--- src/core/otp_store_pkg.sv ---
package otp_store_pkg;
  // register offsets on the device register port
  localparam logic [7:0] ADDR_BURN_COUNT = 8'h00;
  localparam logic [7:0] ADDR_ZERO_HI = 8'h01;
  localparam logic [7:0] ADDR_ZERO_LO = 8'h02;
  localparam logic [7:0] ADDR_CONFIGURATION_WORD_HI = 8'h07;
  localparam logic [7:0] ADDR_CONFIGURATION_WORD_LO = 8'h08;
  localparam logic [7:0] ADDR_RESOLUTION = 8'h09;
  localparam logic [7:0] ADDR_PUSH_THR = 8'h0a;
  localparam logic [7:0] ADDR_STATUS = 8'h0b;
  localparam logic [7:0] ADDR_RAW_HI = 8'h0c;
  localparam logic [7:0] ADDR_RAW_LO = 8'h0d;
  localparam logic [7:0] ADDR_ANGLE_HI = 8'h0e;
  localparam logic [7:0] ADDR_ANGLE_LO = 8'h0f;
  localparam logic [7:0] ADDR_GAIN = 8'h1a;
  localparam logic [7:0] ADDR_MAG_HI = 8'h1b;
  localparam logic [7:0] ADDR_MAG_LO = 8'h1c;
  localparam logic [7:0] ADDR_BURN_CMD = 8'hff;
  // burn command codes
  localparam logic [7:0] CMD_BURN_ZERO = 8'h80;
  localparam logic [7:0] CMD_BURN_CONFIGURATION_WORD = 8'h40;
  localparam logic [7:0] CMD_LOAD_1 = 8'h01;
  localparam logic [7:0] CMD_LOAD_2 = 8'h11;
  localparam logic [7:0] CMD_LOAD_3 = 8'h10;
  // field layout
  localparam logic [13:0] CONFIGURATION_WORD_MASK = 14'h3f0f;
  localparam logic [1:0] ZERO_BURN_LIMIT = 2'h3;
  localparam logic [7:0] GAIN_MAX_3V3 = 8'h80;
  localparam int STATUS_MD_BIT = 5;
  localparam int STATUS_ML_BIT = 4;
  localparam int STATUS_MH_BIT = 3;
  localparam logic [3:0] RES_CODE_MAX = 4'h7;
  localparam logic [11:0] RES_BASE = 12'h008;
  localparam logic [11:0] RES_TOP = 12'h800;
  // settle time before a command shows at the outputs
  localparam int SETTLE_TIME_US = 1000;
  localparam int CLK_MHZ = 100;
  localparam int SETTLE_CYCLES = SETTLE_TIME_US * CLK_MHZ;
  localparam int SETTLE_W = 20;

  typedef enum logic [1:0] {
    LOAD_IDLE = 2'b00,
    LOAD_GOT1 = 2'b01,
    LOAD_GOT2 = 2'b10
  } load_state_t;
endpackage : otp_store_pkg

--- src/core/otp_store.sv ---
`timescale 1ns/100ps
// Contract
// - gain read-out spans 0 to 255 in 5V supply mode.
// - gain read-out is limited to 0 to 128 in 3.3V mode.
// - magnitude from the angle engine is readable, read-only.
// - fuse programming happens only through register writes on the serial port.
// - zero-position burn succeeds at most three times.
// - burn counter register shows how many zero burns happened.
// - configuration burn succeeds only once.
// - zero offset shifts the angle onto an electrical transition position.
// - writing 0x01, 0x11, 0x10 reloads fuse contents into the registers.
// - register commands reach the outputs no earlier than 1 ms later.
// - resolution field sets quadrature positions per revolution.
// - at reset registers load from fuses; unprogrammed bits read zero.
// - code 0 gives 8 positions, doubling to 1024, others give 2048.
module otp_store #(
  parameter int SETTLE_CYCLES = otp_store_pkg::SETTLE_CYCLES
) (
  // clock and reset
  input wire logic clk,
  input wire logic sys_rst,
  // blanks the fuse array, as on an unprogrammed part
  input wire logic otp_clear,
  // register port behind the serial interface
  input wire logic reg_wr,
  input wire logic reg_rd,
  input wire logic [7:0] reg_addr,
  input wire logic [7:0] reg_wdata,
  output logic [7:0] reg_rdata,
  // measurement inputs
  input wire logic [11:0] raw_angle,
  input wire logic [11:0] magnitude,
  input wire logic [7:0] gain_in,
  input wire logic supply_3v3,
  input wire logic magnet_present,
  input wire logic magnet_low,
  input wire logic magnet_high,
  // settings as seen by the rest of the sensor
  output logic [11:0] angle_out,
  output logic [13:0] configuration_word,
  output logic [7:0] push_threshold,
  output logic [11:0] positions_per_rev
);
  // ==========================================================
  // state
  logic [11:0] fuse_zero_q, fuse_zero_d;
  logic [13:0] fuse_configuration_word_q, fuse_configuration_word_d;
  logic [3:0] fuse_res_q, fuse_res_d;
  logic [7:0] fuse_push_q, fuse_push_d;
  logic [1:0] zero_burn_count_q, zero_burn_count_d;
  logic configuration_word_burned_q, configuration_word_burned_d;
  logic [11:0] zero_offset_q, zero_offset_d;
  logic [13:0] configuration_word_q, configuration_word_d;
  logic [3:0] quadrature_resolution_q, quadrature_resolution_d;
  logic [7:0] push_q, push_d;
  logic [11:0] zero_act_q, zero_act_d;
  logic [13:0] configuration_word_act_q, configuration_word_act_d;
  logic [3:0] res_act_q, res_act_d;
  logic [7:0] push_act_q, push_act_d;
  logic [otp_store_pkg::SETTLE_W-1:0] settle_q, settle_d;
  logic pending_q, pending_d;
  otp_store_pkg::load_state_t load_q, load_d;
  logic [7:0] rdata_q, rdata_d;
  logic [11:0] angle_q, angle_d;
  logic [7:0] gain_rep;
  logic [11:0] pos_q, pos_d;
  logic cmd_wr;

  // ==========================================================
  // next-state logic
  always_comb
  begin
    fuse_zero_d = fuse_zero_q;
    fuse_configuration_word_d = fuse_configuration_word_q;
    fuse_res_d = fuse_res_q;
    fuse_push_d = fuse_push_q;
    zero_burn_count_d = zero_burn_count_q;
    configuration_word_burned_d = configuration_word_burned_q;
    zero_offset_d = zero_offset_q;
    configuration_word_d = configuration_word_q;
    quadrature_resolution_d = quadrature_resolution_q;
    push_d = push_q;
    load_d = load_q;
    cmd_wr = reg_wr && (reg_addr == otp_store_pkg::ADDR_BURN_CMD);
    if (reg_wr)
    begin
      unique case (reg_addr)
        otp_store_pkg::ADDR_ZERO_HI: zero_offset_d[11:8] = reg_wdata[3:0];
        otp_store_pkg::ADDR_ZERO_LO: zero_offset_d[7:0] = reg_wdata;
        otp_store_pkg::ADDR_CONFIGURATION_WORD_HI:
          configuration_word_d[13:8] = reg_wdata[5:0] & otp_store_pkg::CONFIGURATION_WORD_MASK[13:8];
        otp_store_pkg::ADDR_CONFIGURATION_WORD_LO:
          configuration_word_d[7:0] = reg_wdata & otp_store_pkg::CONFIGURATION_WORD_MASK[7:0];
        otp_store_pkg::ADDR_RESOLUTION: quadrature_resolution_d = reg_wdata[3:0];
        otp_store_pkg::ADDR_PUSH_THR: push_d = reg_wdata;
        default: ;
      endcase
    end
    if (cmd_wr)
    begin
      load_d = otp_store_pkg::LOAD_IDLE;
      // a refused burn changes neither fuses nor counter
      if (reg_wdata == otp_store_pkg::CMD_BURN_ZERO && magnet_present
          && zero_burn_count_q != otp_store_pkg::ZERO_BURN_LIMIT)
      begin
        fuse_zero_d = zero_offset_q;
        zero_burn_count_d = zero_burn_count_q + 2'h1;
      end
      if (reg_wdata == otp_store_pkg::CMD_BURN_CONFIGURATION_WORD && !configuration_word_burned_q)
      begin
        fuse_configuration_word_d = configuration_word_q;
        fuse_res_d = quadrature_resolution_q;
        fuse_push_d = push_q;
        configuration_word_burned_d = 1'b1;
      end
      // reload happens only on the exact three-write sequence
      if (reg_wdata == otp_store_pkg::CMD_LOAD_1)
        load_d = otp_store_pkg::LOAD_GOT1;
      else if (reg_wdata == otp_store_pkg::CMD_LOAD_2 && load_q == otp_store_pkg::LOAD_GOT1)
        load_d = otp_store_pkg::LOAD_GOT2;
      else if (reg_wdata == otp_store_pkg::CMD_LOAD_3 && load_q == otp_store_pkg::LOAD_GOT2)
      begin
        zero_offset_d = fuse_zero_q;
        configuration_word_d = fuse_configuration_word_q;
        quadrature_resolution_d = fuse_res_q;
        push_d = fuse_push_q;
      end
    end
    if (otp_clear)
    begin
      fuse_zero_d = '0;
      fuse_configuration_word_d = '0;
      fuse_res_d = '0;
      fuse_push_d = '0;
      zero_burn_count_d = '0;
      configuration_word_burned_d = 1'b0;
    end
  end

  // ==========================================================
  // settle timer: the outputs follow the registers 1 ms after the last command
  always_comb
  begin
    settle_d = settle_q;
    pending_d = pending_q;
    zero_act_d = zero_act_q;
    configuration_word_act_d = configuration_word_act_q;
    res_act_d = res_act_q;
    push_act_d = push_act_q;
    if (reg_wr)
    begin
      // restarting on every write keeps a half-written setting off the outputs
      settle_d = otp_store_pkg::SETTLE_W'(SETTLE_CYCLES - 1);
      pending_d = 1'b1;
    end
    else if (pending_q && settle_q != '0)
      settle_d = settle_q - 1'b1;
    else if (pending_q)
    begin
      pending_d = 1'b0;
      zero_act_d = zero_offset_q;
      configuration_word_act_d = configuration_word_q;
      res_act_d = quadrature_resolution_q;
      push_act_d = push_q;
    end
  end

  // ==========================================================
  // outputs and read-back
  always_comb
  begin
    // gain saturates at the 3.3V ceiling
    gain_rep = (supply_3v3 && gain_in > otp_store_pkg::GAIN_MAX_3V3)
      ? otp_store_pkg::GAIN_MAX_3V3 : gain_in;
    // subtracting the offset puts zero on a transition position
    angle_d = raw_angle - zero_act_q;
    pos_d = (res_act_q <= otp_store_pkg::RES_CODE_MAX)
      ? (otp_store_pkg::RES_BASE << res_act_q) : otp_store_pkg::RES_TOP;
    rdata_d = rdata_q;
    if (reg_rd)
    begin
      unique case (reg_addr)
        otp_store_pkg::ADDR_BURN_COUNT: rdata_d = {6'h00, zero_burn_count_q};
        otp_store_pkg::ADDR_ZERO_HI: rdata_d = {4'h0, zero_offset_q[11:8]};
        otp_store_pkg::ADDR_ZERO_LO: rdata_d = zero_offset_q[7:0];
        otp_store_pkg::ADDR_CONFIGURATION_WORD_HI: rdata_d = {2'h0, configuration_word_q[13:8]};
        otp_store_pkg::ADDR_CONFIGURATION_WORD_LO: rdata_d = configuration_word_q[7:0];
        otp_store_pkg::ADDR_RESOLUTION: rdata_d = {4'h0, quadrature_resolution_q};
        otp_store_pkg::ADDR_PUSH_THR: rdata_d = push_q;
        otp_store_pkg::ADDR_STATUS:
        begin
          rdata_d = 8'h00;
          rdata_d[otp_store_pkg::STATUS_MD_BIT] = magnet_present;
          rdata_d[otp_store_pkg::STATUS_ML_BIT] = magnet_low;
          rdata_d[otp_store_pkg::STATUS_MH_BIT] = magnet_high;
        end
        otp_store_pkg::ADDR_RAW_HI: rdata_d = {4'h0, raw_angle[11:8]};
        otp_store_pkg::ADDR_RAW_LO: rdata_d = raw_angle[7:0];
        otp_store_pkg::ADDR_ANGLE_HI: rdata_d = {4'h0, angle_q[11:8]};
        otp_store_pkg::ADDR_ANGLE_LO: rdata_d = angle_q[7:0];
        otp_store_pkg::ADDR_GAIN: rdata_d = gain_rep;
        otp_store_pkg::ADDR_MAG_HI: rdata_d = {4'h0, magnitude[11:8]};
        otp_store_pkg::ADDR_MAG_LO: rdata_d = magnitude[7:0];
        default: rdata_d = 8'h00;
      endcase
    end
  end

  // ==========================================================
  // registers; the fuse array survives sys_rst, only otp_clear blanks it
  always_ff @(posedge clk)
  begin
    fuse_zero_q <= fuse_zero_d;
    fuse_configuration_word_q <= fuse_configuration_word_d;
    fuse_res_q <= fuse_res_d;
    fuse_push_q <= fuse_push_d;
    zero_burn_count_q <= zero_burn_count_d;
    configuration_word_burned_q <= configuration_word_burned_d;
    if (sys_rst)
    begin
      // power-up copy of the fuses; blank fuses read zero
      zero_offset_q <= fuse_zero_q;
      configuration_word_q <= fuse_configuration_word_q;
      quadrature_resolution_q <= fuse_res_q;
      push_q <= fuse_push_q;
      zero_act_q <= fuse_zero_q;
      configuration_word_act_q <= fuse_configuration_word_q;
      res_act_q <= fuse_res_q;
      push_act_q <= fuse_push_q;
      settle_q <= '0;
      pending_q <= 1'b0;
      load_q <= otp_store_pkg::LOAD_IDLE;
      rdata_q <= 8'h00;
      angle_q <= 12'h000;
      pos_q <= otp_store_pkg::RES_BASE;
    end
    else
    begin
      zero_offset_q <= zero_offset_d;
      configuration_word_q <= configuration_word_d;
      quadrature_resolution_q <= quadrature_resolution_d;
      push_q <= push_d;
      zero_act_q <= zero_act_d;
      configuration_word_act_q <= configuration_word_act_d;
      res_act_q <= res_act_d;
      push_act_q <= push_act_d;
      settle_q <= settle_d;
      pending_q <= pending_d;
      load_q <= load_d;
      rdata_q <= rdata_d;
      angle_q <= angle_d;
      pos_q <= pos_d;
    end
  end

  assign reg_rdata = rdata_q;
  assign angle_out = angle_q;
  assign configuration_word = configuration_word_act_q;
  assign push_threshold = push_act_q;
  assign positions_per_rev = pos_q;
endmodule : otp_store

--- config.mk ---
export PLATFORM = sky130hd
export DESIGN_NAME = otp_store
export DESIGN_NICKNAME = d
export VERILOG_FILES = /design/src/core/otp_store_pkg.sv /design/src/core/otp_store.sv
export SDC_FILE = /design/constraint.sdc
export NUM_CORES = 1
export LEC_CHECK = 0
export BUFFER_PORTS_ARGS = -buffer_cell sky130_fd_sc_hd__buf_2
export CAP_MARGIN = 20
export CORE_MARGIN = 2
export CORE_UTILIZATION = 38
export CTS_CLUSTER_SIZE = 25
export DETAILED_ROUTE_END_ITERATION = 10
export GPL_TIMING_DRIVEN = 0
export HOLD_SLACK_MARGIN = 0.1
export PLACE_DENSITY = 0.57
export SKIP_CTS_REPAIR_TIMING = 1
export SYNTH_ARGS = -nofsm -noshare
export SYNTH_HDL_FRONTEND = slang
export SYNTH_SLANG_ARGS = --single-unit
--- constraint.sdc ---
create_clock -name clk -period 4.4 [get_ports clk]
set_clock_uncertainty 0.05 [all_clocks]
set_input_delay 0.88 -clock clk [delete_from_list [all_inputs] [get_ports clk]]
set_output_delay 0.88 -clock clk [all_outputs]
set_load 0.01 [all_outputs]
==> flow_summary.json <==
{
  "worstPathRequired_ps": 4400,
  "grt_pass1_vias": 6611,
  "grt_overflow": 0,
  "synthToLayoutAreaGrowth_pct": 18.1,
  "power_switching_mw": 0.995,
  "row_count": 53,
  "post-dp-hpwl_mm": 19.2,
  "vias_per_cell": 5.50,
  "initial_core_util": 0.388,
  "grtUsageTotal": 0.231,
  "synth.distinct_cells": 69,
  "utilization": 0.458,
  "drv_cap": 0,
  "maxSlewHeadroom": 0.203,
  "die_area_mm2": 0.0227,
  "routabilityCongestion": 1.00,
  "fmax_mhz": 314,
  "p_clk_frac": 0.419,
  "period_share": 0.723,
  "grt_max_degree": 39,
  "ys_warn_count": 0,
  "synth.avg_cell_area_um2": 9.82,
  "layout_common_cells": "dfxtp_1 (131), nor2_1 (128), buf_2 (117)",
  "path_max_fanout": 38,
  "startpoint_type": "flop",
  "final_nets": 1030,
  "grt_pass1_wl_mm": 39.0,
  "antenna_found_initial": 0,
  "cts_buffers": 17,
  "wire_per_inst_um": 20.5,
  "insertion_delay_ps": 430,
  "synthFlopType": "dfxtp_1",
  "routed_wl_mm": 25.6,
  "leakagePower_nw": 4.20,
  "drt-initial-drc-count": 674,
  "place_ws_ps": 853,
  "hold_viol_final": 0,
  "clk_pin_slew_ps": 70,
  "h-tree-depth": 4,
  "cts_max_path_buffers": 2,
  "period_needed_ps": 3180,
  "cts_tree": "built",
  "rsz0062_at_grt": "no",
  "path_class": "flop to flop",
  "yosys.area.top_type": "dfxtp_1",
  "io_pins": 111,
  "worstMarginPinSlew_ps": 1180,
  "setup_violations": 0,
  "cts_sinks": 169,
  "drc_errors": 0,
  "ys_seq_area_frac": 0.460,
  "seq_power_share": 0.466,
  "io_buffers": 103,
  "layout_setup_ws_ps": 1220,
  "holdCritPathClass": "flop to flop",
  "ant_nets": 0,
  "drt_pre_antenna_iters": 8,
  "arrival_ps": 3190,
  "drv_slew": 0,
  "synthesis.area_mm2": 0.00818,
  "fillers": 2106,
  "synth.area.top_cells": "dfxtp_1 (32%), edfxtp_1 (14%), mux2i_1 (9.5%)",
  "p_sw_frac": 0.269,
  "power_density_mw_per_mm2": 383,
  "num_vias": 6853,
  "final_common_cell": "dfxtp_1",
  "synth_edf_count": 38,
  "vdd.ir_drop.worst_mv": 0.227,
  "setup_tns_ps": 0,
  "hold_ws_ps": 400,
  "ys_async_sr_fraction": 0,
  "syn_inst": 833,
  "die_h_um": 151,
  "crit_path_end_kind": "flop",
  "drive_above_1_share": 0.227,
  "status": "finished clean",
  "pwr-share-comb": 0.115,
  "core_area_mm2": 0.0211,
  "die_x_um": 151,
  "ys_seq_elements": 169,
  "root_buffer": "clkbuf_16",
  "synth_top_area_share": 0.321,
  "p_int_mw": 2.70
}
==> cells in the mapped netlist (9+ instances only) <==
cell      instances
mux2i_1          78
xnor2_1          14
inv_1            24
or4_1             9
nand2_1          25
nand3_1          18
nor2b_1          13
nor3_1           15
ha_1             14
mux2_2           52
dfxtp_1         131
nand4_1          12
a21oi_1          60
buf_1            13
a211oi_1         11
edfxtp_1         38
o21ai_0          11
buf_2            13
clkbuf_1         22
nor2_1          128
==> stage by stage <==
step                total power [mW]  instances  cell area (µm²)
CTS                             3.73       1246             9650
global placement                2.18       1213             9050
finish                          3.70       1247             9660
floorplan                       2.00        835             8190
global route                    3.84       1246             9650
detailed placement              2.18       1214             9050
==> flip-flops by register name (all words and copies together), names as in the netlist <==
register	cells
zero_burn_count_q	2
configuration_word_q	14
zero_act_q	12
load_q	2
push_q	8
fuse_res_q	4
configuration_word_burned_q	1
positions_per_rev	9
zero_offset_q	12
fuse_configuration_word_q	14
push_threshold	8
configuration_word	14
pending_q	1
fuse_zero_q	12
settle_q	20
angle_out	12
quadrature_resolution_q	4
res_act_q	4
reg_rdata	8
fuse_push_q	8
==> power groups by stage <==
stage	clock network (mW)	logic (mW)	registers (mW)
2_1_floorplan	0	0.252	1.74
5_1_grt	1.65	0.466	1.73
6_report	1.55	0.424	1.72
3_5_place_dp	0	0.421	1.76
3_3_place_gp	0	0.420	1.76
4_1_cts	1.58	0.424	1.72
==> critical path, stage by stage (launching register included) <==
cell and delay [ps]:
dfxtp_1 360, or4_4 590, nor4_1 380, buf_2 310
buf_2 270, a41o_2 820
==> worst paths after layout <==
check	from	to	slack, ps	cells after the start
max	settle_q[11]$_SDFFE_PP0P_	configuration_word[11]$_DFFE_PP_	1220	5
min reg2reg	configuration_word_burned_q$_SDFFE_PP0P_	configuration_word_burned_q$_SDFFE_PP0P_	400	2
max reg2reg	settle_q[11]$_SDFFE_PP0P_	configuration_word[11]$_DFFE_PP_	1220	5
min	configuration_word_burned_q$_SDFFE_PP0P_	configuration_word_burned_q$_SDFFE_PP0P_	400	2
==> logic make-up after synthesis <==
group | share of synthesized area
AO/OA/AOI/OAI | 0.117
multiplexers | 0.167
adder cells (fa/ha/maj) | 0.0239
flip-flops | 0.460
buffers and inverters | 0.0392
AND/OR/NAND/NOR | 0.172
XOR/XNOR | 0.0203
other | 0.000458
==> layout make-up <==
type	instances	area, µm²	area share
clock inverters	13	158	0.0163
repair buffers	104	520	0.0539
inverters	24	90.1	0.00933
multi-input cells	590	4100	0.425
well taps	275	344	0.0356
flip-flops and latches	169	3760	0.390
diodes	1	2.50	0.000259
clock buffers	19	443	0.0459
plain buffers	52	230	0.0238
==> routing by layer <==
| metal | GRT usage | vias to the layer above | routed length (µm) | part of all wire |
|---|---|---|---|---|
| met5 | 0 | - | 0 | 0 |
| met4 | 0.0570 | 0 | 412 | 0.016 |
| met3 | 0.0476 | 28 | 2080 | 0.081 |
| met2 | 0.353 | 298 | 11400 | 0.44 |
| met1 | 0.335 | 3246 | 11700 | 0.46 |
| li1 | - | 3281 | - | - |
No activity file was read; power rests on OpenSTA's default activity.
